`config.mk`:
```
export PLATFORM = sky130hd
export DESIGN_NAME = aie_exec
export DESIGN_NICKNAME = d
export VERILOG_FILES = /design/src/core/aie_alu_end.v /design/src/core/aie_alu.v /design/src/core/aie_exec.v
export VERILOG_INCLUDE_DIRS = /design/src /design/src/core
export SDC_FILE = /design/constraint.sdc
export NUM_CORES = 1
export LEC_CHECK = 0
export BUFFER_PORTS_ARGS = -buffer_cell sky130_fd_sc_hd__buf_2
export CORE_ASPECT_RATIO = 0.8
export CORE_UTILIZATION = 30
export CTS_BUF_LIST = sky130_fd_sc_hd__clkbuf_2
export DETAILED_ROUTE_END_ITERATION = 12
export REMOVE_ABC_BUFFERS = 1
export SYNTH_ARGS = -nofsm -noshare
export SYNTH_HDL_FRONTEND = slang
export SYNTH_SLANG_ARGS = --single-unit
export TNS_END_PERCENT = 5
```
`constraint.sdc`:
```
create_clock -name i_clk -period 6.4 [get_ports i_clk]
set_clock_uncertainty 0.05 [all_clocks]
set_input_delay 1.28 -clock i_clk [delete_from_list [all_inputs] [get_ports i_clk]]
set_output_delay 1.28 -clock i_clk [all_outputs]
set_load 0.01 [all_outputs]
```
`src/core/aie_map.vh`:
```
// Purpose: Constants for the accumulator and port instruction executor
// Assumes: Included by bare name from the core files
// Notes:   Opcode values are the encoding this core decodes
`ifndef AIE_MAP_VH
`define AIE_MAP_VH

// Machine cycle length in device clocks
`define AIE_CYC_CLKS 15
`define AIE_PH_W 4

// Reset values
`define AIE_RST_ACC 8'h00
`define AIE_RST_PORT 8'hFF
`define AIE_RST_PC 11'h000
`define AIE_RST_STATUS 4'h0

// Full opcodes
`define AIE_OP_ROT_LEFT_CY 8'hF7
`define AIE_OP_IN_HOST 8'h22
`define AIE_OP_OUT_HOST 8'h02
`define AIE_OP_MOV_STATUS 8'h90
`define AIE_OP_AND_P1 8'h99
`define AIE_OP_AND_P2 8'h9A
`define AIE_OP_OR_P1 8'h89
`define AIE_OP_OR_P2 8'h8A

// Opcode groups on bits 7:3, register number in bits 2:0
`define AIE_GRP_ADD_CY 5'h0D
`define AIE_GRP_MOV_R 5'h15

// Expander groups on bits 7:2, expander port in bits 1:0
`define AIE_EXG_READ 6'h03
`define AIE_EXG_WRITE 6'h0F
`define AIE_EXG_AND 6'h27
`define AIE_EXG_OR 6'h23

// Expander control codes sent on the first nibble
`define AIE_EXC_READ 2'h0
`define AIE_EXC_WRITE 2'h1
`define AIE_EXC_OR 2'h2
`define AIE_EXC_AND 2'h3

// Arithmetic unit operations
`define AIE_ALU_ADD_CY 3'h0
`define AIE_ALU_ROTATE 3'h1
`define AIE_ALU_AND 3'h2
`define AIE_ALU_OR 3'h3
`define AIE_ALU_PASS 3'h4

`endif

```
`src/core/aie_alu_end.v`:
```
`timescale 1ns/100ps

```
`src/core/aie_alu.v`:
```
// Purpose: Accumulator arithmetic and logic unit
// Assumes: Purely combinational, used by the executor
// Notes:   Carry out only meaningful for add and rotate
`timescale 1ns/100ps
`include "aie_map.vh"

module aie_alu (
  input wire [2:0] i_op,
  input wire [7:0] i_a,
  input wire [7:0] i_b,
  input wire i_carry,
  output reg [7:0] o_result,
  output reg o_carry
);

  // Nine-bit sum keeps the carry out
  wire [8:0] sum;
  assign sum = {1'b0, i_a} + {1'b0, i_b} + {8'h00, i_carry};

  // Operation select
  always @* begin
    o_result = i_b;
    o_carry = i_carry;
    case (i_op)
      `AIE_ALU_ADD_CY: begin
        o_result = sum[7:0];
        o_carry = sum[8];
      end
      `AIE_ALU_ROTATE: begin
        o_result = {i_a[6:0], i_carry}; // Old carry into bit 0
        o_carry = i_a[7];
      end
      `AIE_ALU_AND: o_result = i_a & i_b;
      `AIE_ALU_OR: o_result = i_a | i_b;
      default: o_result = i_b;
    endcase
  end

endmodule // aie_alu

```
`src/core/aie_exec.v`:
```
// Purpose: Executes accumulator, port and expander instructions
// Assumes: Fetch logic and host side run on i_clk
// Notes:   One machine cycle is CYC_CLKS device clocks
// Contract
// - Add register plus carry into accumulator, one byte, one machine cycle.
// - Rotate accumulator left through carry, old carry into bit 0, one cycle.
// - AND immediate byte into port latch, two bytes, two machine cycles.
// - OR immediate byte into port latch, two bytes, two machine cycles.
// - Read expander port into accumulator, one byte, two machine cycles.
// - AND accumulator into expander port, one byte, two machine cycles.
// - In external access mode, port data valid at sync rising edge.
// - In external access mode, program counter on port at sync falling edge.
`timescale 1ns/100ps
`include "aie_map.vh"

module aie_exec #(
  parameter CYC_CLKS = `AIE_CYC_CLKS,
  parameter PH_W = `AIE_PH_W
) (
  input wire i_clk,
  input wire i_reset_n,
  input wire i_external_access_mode,
  input wire [7:0] i_fetch_data,
  output wire o_fetch_req,
  output reg [10:0] o_pc,
  output reg o_sync,
  output reg [7:0] o_p1,
  output reg [7:0] o_p2,
  output reg [3:0] o_p2_lo_oe,
  input wire [3:0] i_p2_lo,
  output reg o_prog_n,
  input wire i_host_wr,
  input wire [7:0] i_host_wr_data,
  input wire i_host_rd,
  output reg [7:0] o_host_buffer,
  output wire [7:0] o_host_status_reg,
  output reg [7:0] o_acc,
  output reg o_carry
);

  localparam S_FETCH = 1'b0;
  localparam S_SECOND = 1'b1;
  localparam [PH_W-1:0] PH_LAST = CYC_CLKS - 1;
  localparam [PH_W-1:0] PH_HALF = CYC_CLKS / 2;

  reg [PH_W-1:0] ph_q;
  reg st_q;
  reg [7:0] op_q;
  reg [7:0] p1_q;
  reg [7:0] p2_q;
  reg [7:0] host_in_q;
  reg input_full_flag_q;
  reg output_full_flag_q;
  reg [3:0] status_hi_q;
  reg [7:0] wreg_q [0:7];
  reg ext_s1_q;
  reg ext_s2_q;
  reg [3:0] p2_s1_q;
  reg [3:0] p2_s2_q;
  reg [PH_W-1:0] ph_d;
  integer i;

  wire last_ph;
  wire [7:0] opc;
  wire is_add_cy;
  wire is_movr;
  wire is_port_imm;
  wire is_exp;
  wire two_cyc;
  wire [1:0] exp_ctl;
  reg [2:0] alu_op;
  reg [7:0] alu_a;
  reg [7:0] alu_b;
  wire [7:0] alu_res;
  wire alu_cy;

  // Machine cycle phase
  assign last_ph = (ph_q == PH_LAST);
  always @* begin
    ph_d = last_ph ? {PH_W{1'b0}} : ph_q + 1'b1;
  end

  always @(posedge i_clk or negedge i_reset_n) begin
    if (!i_reset_n) begin
      ph_q <= {PH_W{1'b0}};
    end else begin
      ph_q <= ph_d;
    end
  end

  // Pin synchronisers
  always @(posedge i_clk or negedge i_reset_n) begin
    if (!i_reset_n) begin
      ext_s1_q <= 1'b0;
      ext_s2_q <= 1'b0;
      p2_s1_q <= 4'h0;
      p2_s2_q <= 4'h0;
    end else begin
      ext_s1_q <= i_external_access_mode;
      ext_s2_q <= ext_s1_q;
      p2_s1_q <= i_p2_lo;
      p2_s2_q <= p2_s1_q;
    end
  end

  // Decode, opcode from fetch bus in first cycle
  assign opc = (st_q == S_FETCH) ? i_fetch_data : op_q;
  assign is_add_cy = (opc[7:3] == `AIE_GRP_ADD_CY);
  assign is_movr = (opc[7:3] == `AIE_GRP_MOV_R);
  assign is_port_imm = (opc == `AIE_OP_AND_P1) || (opc == `AIE_OP_AND_P2) ||
                       (opc == `AIE_OP_OR_P1) || (opc == `AIE_OP_OR_P2);
  assign is_exp = (opc[7:2] == `AIE_EXG_READ) || (opc[7:2] == `AIE_EXG_WRITE) ||
                  (opc[7:2] == `AIE_EXG_AND) || (opc[7:2] == `AIE_EXG_OR);
  assign two_cyc = is_port_imm | is_exp;
  assign exp_ctl = (opc[7:2] == `AIE_EXG_READ) ? `AIE_EXC_READ :
                   (opc[7:2] == `AIE_EXG_WRITE) ? `AIE_EXC_WRITE :
                   (opc[7:2] == `AIE_EXG_AND) ? `AIE_EXC_AND : `AIE_EXC_OR;

  // Byte request at each machine cycle end that consumes a byte
  assign o_fetch_req = last_ph & ((st_q == S_FETCH) | is_port_imm);

  // Operand steering for the arithmetic unit
  always @* begin
    alu_op = `AIE_ALU_PASS;
    alu_a = o_acc;
    alu_b = wreg_q[opc[2:0]];
    if (is_add_cy) begin
      alu_op = `AIE_ALU_ADD_CY;
    end else if (opc == `AIE_OP_ROT_LEFT_CY) begin
      alu_op = `AIE_ALU_ROTATE;
    end else if (is_port_imm) begin
      alu_op = opc[4] ? `AIE_ALU_AND : `AIE_ALU_OR;
      alu_a = opc[0] ? p1_q : p2_q;
      alu_b = i_fetch_data;
    end
  end

  aie_alu u_alu (
    .i_op(alu_op),
    .i_a(alu_a),
    .i_b(alu_b),
    .i_carry(o_carry),
    .o_result(alu_res),
    .o_carry(alu_cy)
  );

  // Sequencer and execution at machine cycle end
  always @(posedge i_clk or negedge i_reset_n) begin
    if (!i_reset_n) begin
      st_q <= S_FETCH;
      op_q <= 8'h00;
      o_pc <= `AIE_RST_PC;
      o_acc <= `AIE_RST_ACC;
      o_carry <= 1'b0;
      p1_q <= `AIE_RST_PORT;
      p2_q <= `AIE_RST_PORT;
      status_hi_q <= `AIE_RST_STATUS;
      o_host_buffer <= 8'h00;
      for (i = 0; i < 8; i = i + 1) begin
        wreg_q[i] <= 8'h00;
      end
    end else if (last_ph) begin
      if (o_fetch_req) begin
        o_pc <= o_pc + 11'h001;
      end
      if (st_q == S_FETCH) begin
        op_q <= i_fetch_data;
        if (two_cyc) begin
          st_q <= S_SECOND;
        end else if (is_add_cy || opc == `AIE_OP_ROT_LEFT_CY) begin
          o_acc <= alu_res;
          o_carry <= alu_cy;
        end else if (is_movr) begin
          wreg_q[opc[2:0]] <= o_acc;
        end else if (opc == `AIE_OP_IN_HOST) begin
          o_acc <= host_in_q;
        end else if (opc == `AIE_OP_OUT_HOST) begin
          o_host_buffer <= o_acc;
        end else if (opc == `AIE_OP_MOV_STATUS) begin
          status_hi_q <= o_acc[7:4];
        end
      end else begin
        st_q <= S_FETCH;
        if (is_port_imm && opc[0]) begin
          p1_q <= alu_res;
        end else if (is_port_imm) begin
          p2_q <= alu_res;
        end else if (exp_ctl == `AIE_EXC_READ) begin
          o_acc <= {4'h0, p2_s2_q};
        end
      end
    end
  end

  // Host flags, a set wins over a clear in the same cycle
  always @(posedge i_clk or negedge i_reset_n) begin
    if (!i_reset_n) begin
      host_in_q <= 8'h00;
      input_full_flag_q <= 1'b0;
      output_full_flag_q <= 1'b0;
    end else begin
      if (i_host_wr) begin
        host_in_q <= i_host_wr_data;
        input_full_flag_q <= 1'b1;
      end else if (last_ph && st_q == S_FETCH && opc == `AIE_OP_IN_HOST) begin
        input_full_flag_q <= 1'b0;
      end
      if (last_ph && st_q == S_FETCH && opc == `AIE_OP_OUT_HOST) begin
        output_full_flag_q <= 1'b1;
      end else if (i_host_rd) begin
        output_full_flag_q <= 1'b0;
      end
    end
  end

  // Status: accumulator-loaded high nibble, flags in bits 1:0
  assign o_host_status_reg = {status_hi_q, 2'b00, input_full_flag_q, output_full_flag_q};

  // Sync and port 1, data from the sync rise, counter from the sync fall, on the same edges
  always @(posedge i_clk or negedge i_reset_n) begin
    if (!i_reset_n) begin
      o_sync <= 1'b0;
      o_p1 <= `AIE_RST_PORT;
    end else begin
      o_sync <= (ph_d < PH_HALF);
      if (ext_s2_q && ph_d >= PH_HALF) begin
        o_p1 <= o_pc[7:0];
      end else begin
        o_p1 <= p1_q;
      end
    end
  end

  // Port 2 and expander strobe during the second machine cycle
  always @(posedge i_clk or negedge i_reset_n) begin
    if (!i_reset_n) begin
      o_p2 <= `AIE_RST_PORT;
      o_p2_lo_oe <= 4'hF;
      o_prog_n <= 1'b1;
    end else if (st_q == S_SECOND && is_exp && !last_ph) begin
      o_p2[7:4] <= p2_q[7:4];
      if (ph_d < PH_HALF) begin
        o_p2[3:0] <= {exp_ctl, opc[1:0]}; // Command and port number
        o_p2_lo_oe <= 4'hF;
        o_prog_n <= 1'b1;
      end else begin
        o_p2[3:0] <= o_acc[3:0];
        o_p2_lo_oe <= (exp_ctl == `AIE_EXC_READ) ? 4'h0 : 4'hF;
        o_prog_n <= 1'b0;
      end
    end else begin
      o_p2 <= p2_q;
      o_p2_lo_oe <= 4'hF;
      o_prog_n <= 1'b1;
    end
  end

endmodule // aie_exec

```
# Word level (Yosys, flattened, before mapping)
# Cells that the tools add are included.
# W data, S select, Z words.
# op_classes
addsub	4
n_mul	0
n_div	0
n_lt_le_gt_ge	4
eq_ne	23
shifts	0
muxes	46
bitwise_logic	13
reduce_logical	30
# ops
cell	count
$mux W8	20
$bwmux W64	1
$eq A8 B8 Y1 const B	6
$pmux W8 S4	1
$bmux W8 S3	1
$demux W8 S3	1
$mux W4	6
$reduce_and A7 Y1	2
$eq A6 B6 Y1 const B	2
$add A11 B1 Y11 const B	1
$mux W1	10
$reduce_and A5 Y1	2
$add A8 B8 Y9	1
$add A9 B1 Y9	1
$mux W3	3
$and A8 B8 Y8	1
$eq A8 B2 Y1 const B	1
$eq A8 B6 Y1 const B	1
$logic_and A1 B1 Y1	8
$or A8 B8 Y8	1
$reduce_and A8 Y1	1
$logic_or A1 B1 Y1	7
$not A1 Y1	7
$eq A3 B2 Y1 const B	2
27 further kinds	33
# word_totals
register_bits	167
latch_bits	0
mem_bits_rw	0
rom_bits	0
inputBits	25
output_inout_bits	59
elab_cells	150
mem_count	0

# Logic depth before layout (Yosys ltp)
# Gate-level depths: netlist (run 1).
# depth
depth_word	14
depth_mapped	18

# Cells and area by module
# A second synthesis (run 1) with hierarchy kept.
# unflattened
cells_unflattened	755
hier_area_um2	8633.3
# modules_own_cells
module	instances	cells_each	area_per_inst_um2
aie_exec	1	642	7763.7
aie_alu	1	113	869.6

# Least setup slack after synthesis (run 1)
# Ideal clock, no wire load.
# synth_path
path_type	input to register
start	input i_fetch_data[5]
end	register o_acc[6]
t_arrival_ns	4.585
slack_ns	1.624
path_stages	15
n_path_buf	3
cell_sequence	clkbuf_1 -> nor2_1 -> a21boi_1 -> or2_4 -> buf_2 -> clkbuf_1 -> o21ai_0 -> fa_1 -> fa_1 -> nand2b_1 -> a21oi_1 -> o22ai_1 -> xnor2_1 -> a221oi_1 -> o211ai_1
# synth_via
elab_chain_len	14
# synth_rtl
element	line_no	rtl
start: declaration	aie_exec.v:23	input wire [7:0] i_fetch_data,
$mux W8	--	
$eq A8 B8 Y1 (no line)	--	
$logic_or A1 B1 Y1 (3 in a row)	aie_exec.v:110	assign is_port_imm = (opc == `AIE_OP_AND_P1) || (opc == `AIE_OP_AND_P2) ||
$mux W8	aie_exec.v:131	end else if (is_port_imm) begin
$mux W8	aie_exec.v:129	end else if (opc == `AIE_OP_ROT_LEFT_CY) begin
$mux W8	aie_exec.v:127	if (is_add_cy) begin
$add A8 B8 Y9	aie_alu.v:18	assign sum = {1'b0, i_a} + {1'b0, i_b} + {8'h00, i_carry};
$add A9 B1 Y9	aie_alu.v:18	
$pmux W8 S4	aie_alu.v:24	case (i_op)
$mux W8	aie_exec.v:170	end else if (is_add_cy || opc == `AIE_OP_ROT_LEFT_CY) begin
$mux W8	aie_exec.v:168	if (two_cyc) begin
$mux W8	aie_exec.v:166	if (st_q == S_FETCH) begin
end signal: assignment	aie_exec.v:171	o_acc <= alu_res;
end signal: assignment	aie_exec.v:176	o_acc <= host_in_q;
end signal: assignment	aie_exec.v:189	o_acc <= {4'h0, p2_s2_q};
end: declaration	aie_exec.v:37	output reg [7:0] o_acc,
# Several ways; a longest one is shown, not always the timed one. The select of a mux whose other input is x is not followed.
# A chain may end at the register's enable or synchronous reset.

# Final worst setup path (run 1)
# layout_path
start	register st_q
end	register o_acc[6]
# layout_via
elab_chain_len	14
# layout_rtl
element	line_no	rtl
start: declaration	aie_exec.v:47	reg st_q;
start signal: assignment	aie_exec.v:150	st_q <= S_FETCH;
start signal: assignment	aie_exec.v:169	st_q <= S_SECOND;
start signal: assignment	aie_exec.v:183	st_q <= S_FETCH;
$mux W8	--	
$not A3 Y4 (implied by the code) or $eq A8 B8 Y1 (tied branches)	--	
$bmux W8 S3 or $logic_or A1 B1 Y1 (tied branches)	aie_exec.v:126, aie_exec.v:110	
$mux W8 (implied by the code) or $logic_or A1 B1 Y1 (tied branches) (2 in a row)	aie_exec.v:126, aie_exec.v:110	
$mux W8	aie_exec.v:131	
$mux W8	aie_exec.v:129	
$mux W8	aie_exec.v:127	
$add A8 B8 Y9	aie_alu.v:18	
$add A9 B1 Y9	aie_alu.v:18	
$pmux W8 S4	aie_alu.v:24	
$mux W8	aie_exec.v:170	
$mux W8	aie_exec.v:168	
$mux W8	aie_exec.v:166	
# Several ways; a longest one is shown, not always the timed one. The select of a mux whose other input is x is not followed.

==> run metrics, run 1 <==
Ys Warns=0; Core Util, Final=34.11%; Core Region=0.02750 mm^2; global-route wire length before repair=36050 um; most frequent cells in the layout=dfrtp_1, mux2_2, buf_2, nand2_1, o21ai_0; GPL Wtd Cong=0.8802; cell row count=54; max_cap viols=0; Tcrit/Tclk final=75.32%; fin. max-slew vios=0; Peak VDD IR=0.0001230 V; critical path type=flop to flop; number of enable flip-flop cells after synthesis=0; hold depth=0; worst skew pair latency=0.76 ns; Sum Neg Setup Slack=0 ns; R2R cell count=14; CTS sink count=164; hpwl dp=16490 um; root buffer cell=clkbuf_2; number of global-route vias before repair=5822; hold buffers post-CTS=0; Die ar.=0.02886 mm^2; IO Count=84; Leakage=4.393 nW; Gate power share=11.2%; initial core utilization=30.75%; CP startpoint kind=flop; Reg-to-Reg Start=st_q; Clock Power Share=27.9%; Seq/Total Area, Yosys=49.04%; Cell Area, Synth=0.008456 mm^2; Worst-path clk slew=0.22 ns; Final min period=4.821 ns; area leader, netlist=dfrtp_1; Via density=5.097; Post-DRT Antenna Nets=0; Critical Path, Cell by Cell=buf_4 > nor2_1 > a21boi_1 > or2_4 > nand2_1 > o21a_1 > fa_1 > fa_1 > nand2b_1 > a21oi_1 > o22ai_1 > xnor2_1 > a221oi_1 > o211ai_1; drt first pass iters=5; Worst Max-Slew Pin Slew=1.173 ns; pin count of the biggest net entering global routing=99; hold_sp=ext_s1_q; Port Buffer Count=81; Inserted Clock Buffers=17; max_slew headroom=21.21%; synth top area cells=dfrtp_1, mux2_2, dfstp_2; #FFs+latches synth=164; Critical Path Sink Type=flop; Power Density=191.0 mW/mm^2; CP most frequent cell=fa_1; share of the synthesized area in the top cell type=38.47%; crit path max-delay cell type=dfrtp_1; cell area after layout=0.009380 mm^2; Via Count=6020; DRC violations left=0; critical path peak fanout=32; post-synth cell types=72; die width=189.7 um; CTS tree=done; gr usage total=16.48%; Hold Path Class=flop to flop; Nets=847; worst endpoint required time=6.99 ns; status=complete, no violations; Critical Path AT=5.41 ns; worst setup margin=1.579 ns; Reg power frac=60.9%; Primary FF master, synth=dfrtp_1; Setup violations, final=0; placed instance area=0.009181 mm^2; buffer depth of the longest clock path=2; Hold Violations, Final=0; CP bufs+invs=1; crit-path max cell delay=0.80 ns; cell count after synthesis=734; Setup Fix Bufs, Post-CTS=0; most common cell after layout, fill and taps aside=dfrtp_1; RSZ-0062 raised after global routing=false; post-CTS resize count=0; height of the die=152.2 um; drt total wl=22980 um; WHS Endpoint=ext_s2_q; initial drt markers=444; switching portion of total power=30.04%; Synth async-reset ratio=100.0%; synthesis-to-layout area growth=10.94%; wire per inst=19.46 um; Pint=1.253 mW; initial antenna violation count=1; Worst R2R End=o_acc[6]; Syn Area/Cell=11.52 um^2; grt ovf=0; Peak Freq=207.4 MHz; pre-CTS WS=1.191 ns; layout cells sized above 1=37.38%; NetSw=538.1 uW; register-to-register setup slack=1.58 ns; Crit path max-delay family=compound AO/OA/AOI/OAI gates; CTS H-tree depth=4
[metal layers]
metal | vias up | share of wire (%) | track usage [%]
met4 | 0 | 1.1 | 4.147
met3 | 19 | 6.6 | 3.316
met5 | - | 0 | 0
met2 | 209 | 42 | 22.99
met1 | 3027 | 50 | 25.57
li1 | 2765 | - | -
[how the worst max path moves through the flow]
stage | startpoint | end | slack (ns) | depth (start not counted)
after floorplan | st_q | o_acc[6] | 1.62 | 12
after global placement | i_fetch_data[2] | o_acc[6] | 1.21 | 14
after detailed placement | i_fetch_data[2] | o_acc[6] | 1.19 | 14
after CTS | st_q | o_acc[6] | 1.68 | 14
after global routing | st_q | o_acc[6] | 1.35 | 14
final | st_q | o_acc[6] | 1.58 | 14
[synthesized netlist by cell type, drive strengths merged (4+ instances only)]
master    n
dfrtp   130
mux2    114
nand2    80
o21ai    43
dfstp    34
nor2     31
buf      27
mux2i    26
a21oi    24
clkbuf   19
nand3    18
ha       17
inv      17
o211ai   16
nand2b   13
nor3     12
xnor2    12
xor2      8
nand4     7
o21a      6
o22ai     6
nor3b     5
a32oi     4
nor2b     4
o211a     4
or2       4
[power by group through the flow]
| stage | clock network [mW] | logic (mW) | registers, mW |
|---|---|---|---|
| 6_report | 0.500 | 0.200 | 1.09 |
| 5_1_grt | 0.560 | 0.222 | 1.09 |
| 4_1_cts | 0.521 | 0.201 | 1.09 |
| 3_5_place_dp | 0 | 0.201 | 1.11 |
| 3_3_place_gp | 0 | 0.200 | 1.11 |
| 2_1_floorplan | 0 | 0.110 | 1.10 |
[stage by stage]
stage	hold slack, ns	std cells	total power [mW]
global placement	0.2858	1148	1.307
CTS	0.3321	1180	1.813
detailed placement	0.2847	1148	1.308
global route	0.3278	1181	1.876
finish	0.3301	1181	1.791
floorplan	0.2812	689	1.215
[registers in the layout, indices dropped and copies added, names as in the netlist, 4 cells and up]
| name | cells |
|---|---|
| o_p1 | 8 |
| o_host_buffer | 8 |
| o_p2 | 8 |
| o_pc | 11 |
| status_hi_q | 4 |
| host_in_q | 8 |
| p1_q | 8 |
| p2_s2_q | 4 |
| op_q | 8 |
| wreg_q | 64 |
| p2_q | 8 |
| p2_s1_q | 4 |
| ph_q | 4 |
| o_acc | 8 |
[worst register-to-register path, stage by stage, from the launching register on]
cell	delay (ns)
dfrtp_1	0.80
buf_4	0.36
nor2_1	0.07
a21boi_1	0.54
or2_4	0.48
nand2_1	0.11
o21a_1	0.16
fa_1	0.44
fa_1	0.39
nand2b_1	0.19
a21oi_1	0.27
o22ai_1	0.15
xnor2_1	0.15
a221oi_1	0.40
o211ai_1	0.16
[logic make-up (layout without fill, tap and decap cells)]
group           count (synthesis)  count (layout)  share of synthesized area [%]
buf+inv                        63             144                          3.714
fa+ha+maj                      19              19                          2.989
mux                           143             143                          19.21
compound gates                132             132                          11.17
other cells                     1               3                        0.04435
simple gates                  192             192                          11.76
xor+xnor                       20              20                          2.072
flops                         164             164                          49.04
[area by class of cell]
cell class / count / area [um^2]
Inverter: 17 / 63.81
Timing Repair Buffer: 95 / 516.7
Antenna cell: 1 / 2.502
Sequential cell: 164 / 4146
Multi-Input combinational cell: 508 / 3999
Fill cell: 2790 / 18120
Clock buffer: 19 / 95.09
Clock inverter: 13 / 101.3
Tap cell: 364 / 455.4
Note: power is estimated with default switching activity, not from simulation.
==> inputs of run 2 (changes only) <==
ABC_AREA = 1   (was unset)
clock period = 4.9 ns   (was 6.4 ns; I/O delays follow)
==> run 2 against run 1 <==
Cell count rose by 35%. Critical path depth decreased by 3. Hold slack worse by 0.13 ns. Worst setup slack worse by 1.0 ns. Global-route usage is 1.5 points higher. Sequential power is 29% higher. Die area grew 1.4%. First-iteration DRC count rose by 38%. Synthesized cell count is 56% higher. Non-clock buffer count unchanged. Via count grew 25%. Sequential cell count unchanged. Critical path type is now flop to primary output. Critical endpoint is now o_fetch_req. Largest cell class unchanged. Highest routed layer unchanged.
==> run metrics, run 2 <==
status=complete, no violations; die width=191.0 um (+0.71%); global-route wire length before repair=40170 um (+11%); CTS H-tree depth=4 (unchanged); height of the die=153.2 um (+0.71%); buffer depth of the longest clock path=2 (unchanged); layout cells sized above 1=14.95% (-22 points); # fillers=3011 (+7.9%); cell row count=54 (unchanged); CTS tree=done; hold buffers post-CTS=0 (unchanged); Die ar.=0.02927 mm^2 (+1.4%); Most flops, register=wreg_q; wire per inst=15.94 um (-18%); Sum Neg Setup Slack=0 ns (unchanged); Peak VDD IR=0.0001276 V (+3.7%); gr usage total=18.01% (+1.5 points); DRC violations left=0 (unchanged); Crit path max-delay family=simple AND/OR/NAND/NOR gates; Inst Count DP=1556 (+36%); Hold Path Class=input pin to asynchronous set/reset pin; synth top area cells=dfrtp_1, nand2_1, dfstp_2; grt ovf=0 (unchanged); Tcrit/Tclk final=88.98%; cell count after synthesis=1147 (+56%); Leakage=4.904 nW (+12%); Worst Max-Slew Pin Slew=0.9140 ns (-0.2595 ns); Seq/Total Area, Yosys=48.34% (-0.69 points); fin. max-slew vios=0 (unchanged); footprint of the multi-input gates=0.003746 mm^2 (-6.3%); most common cell after layout, fill and taps aside=nand2_1; most frequent cells in the layout=nand2_1, o21ai_0, dfrtp_1, inv_1, buf_2; register-to-register setup slack=0.87 ns (-0.71 ns); IO Count=84 (unchanged); root buffer cell=clkbuf_2; critical path type=flop to primary output; post-CTS resize count=0 (unchanged); Power Density=287.8 mW/mm^2 (+51%); CP most frequent cell=nand2_1; Core Region=0.02770 mm^2 (+0.74%); Via density=4.734 (-7.1%); pin count of the biggest net entering global routing=97 (-2.0%); drt first pass iters=6 (+1); Reg area=0.004146 mm^2 (unchanged); Setup Fix Bufs, Post-CTS=0 (unchanged); Cell Area, Synth=0.008577 mm^2 (+1.4%); area leader, netlist=dfrtp_1; GPL Wtd Cong=1.010 (+15%); hpwl dp=18450 um (+12%); Ys Warns=0 (unchanged); worst endpoint required time=3.87 ns (-3.12 ns); Worst-path clk slew=0.27 ns (+0.05 ns); Hold Violations, Final=0 (unchanged); Port Buffer Count=81 (unchanged); Power Total=2.767 mW (+54%); Post-DRT Antenna Nets=0 (unchanged); Via Count=7527 (+25%); Reg-to-Reg Start=st_q; critical path peak fanout=27 (-16%); initial core utilization=30.96% (+0.21 points); Setup violations, final=0 (unchanged); share of the synthesized area in the top cell type=37.93% (-0.54 points); Layout Cells excl Fill=1590 (+35%); max_slew headroom=39.07% (+18 points); Critical Path Sink Type=primary output; Worst R2R End=p2_q[4]; Final min period=4.360 ns; R2R cell count=21 (+7); Worst setup startpoint=st_q; initial antenna violation count=2 (+1); post-synth cell types=32 (-56%); Critical Path, Cell by Cell=inv_2 > nand2_1 > nand2_1 > nand2_1 > nand2_1 > buf_4 > nand2_1 > inv_2 > nand2_1 > nand2_2 > buf_2; CTS sink count=164 (unchanged); Nets=1255 (+48%); most frequent cell after synthesis=nand2_1; CP bufs+invs=4 (+3); Critical Path AT=3.33 ns (-2.08 ns); Top Registers=wreg_q: 64 flops, o_pc: 11 flops; number of global-route vias before repair=6954 (+19%); max_cap viols=0 (unchanged); RSZ-0062 raised after global routing=false; drt total wl=25350 um (+10%); Inserted Clock Buffers=17 (unchanged); crit path max-delay cell type=dfrtp_1; #FFs+latches synth=164 (unchanged); CP startpoint kind=flop; initial drt markers=614 (+38%); Peak Freq=229.4 MHz; number of enable flip-flop cells after synthesis=0 (unchanged); synthesis-to-layout area growth=12.11%; max FFs per register=64 (unchanged); worst skew pair latency=0.77 ns (about the same); list of most frequent post-synthesis cells=nand2_1, o21ai_0, dfrtp_1, inv_1, nand3_1; Syn Area/Cell=7.478 um^2 (-35%); Synth async-reset ratio=100.0% (unchanged); Primary FF master, synth=dfrtp_1; crit-path max cell delay=0.44 ns (-0.36 ns)
-- run 2: area by class of cell --
type	instances	share of cell area [%]
sequential	164	43.12
multi-input combinational	815	38.96
timing repair buffer	95	5.374
tap	364	4.737
inverter	118	4.606
clock inverter	14	2.212
clock buffer	18	0.9369
antenna	2	0.05205
-- run 2: report_power, final --
group	switching (mW)	internal, mW
clock	0.539	0.358
combinational	0.334	0.127
sequential	0.0209	1.39
-- run 2: stage by stage --
step / setup WS [ns] / area (um^2) / util, % / hold slack [ns]
global route: 0.2103 / 9615 / 34.71 / 0.1510
detailed placement: 0.7098 / 9308 / 33.60 / 0.2847
finish: 0.5400 / 9615 / 34.71 / 0.1952
floorplan: 0.1098 / 8335 / - / 0.2812
CTS: 0.4841 / 9610 / 34.69 / 0.1475
global placement: 0.6665 / 9308 / 33.60 / 0.2837
-- run 2: worst max-delay path by stage --
stage,end,slack [ns],cells after the start
floorplan,p1_q[4],0.11,21
global placement,p1_q[4],0.67,21
detailed placement,p1_q[4],0.71,21
CTS,o_fetch_req,0.48,11
global route,o_fetch_req,0.21,10
finish,o_fetch_req,0.54,11
-- run 2: per-layer routing --
metal,up-vias,global-route usage [%],wire [um],share of wire (%)
met5,-,0,0,0
li1,3743,-,-,-
met1,3476,28.53,12910,51
met3,31,3.651,2007,7.9
met4,0,5.486,516,2.0
met2,277,23.86,9910,39
-- run 2: cells by family (layout without fill, tap and decap cells) --
group           Yosys count  in the layout  synth area share [%]
compound gates          156            156                 9.176
xor+xnor                  9              9                0.9191
fa+ha+maj                19             19                 2.947
buf+inv                 169            245                 8.023
flops                   164            164                 48.34
other cells               1              4               0.04372
simple gates            629            629                 30.55
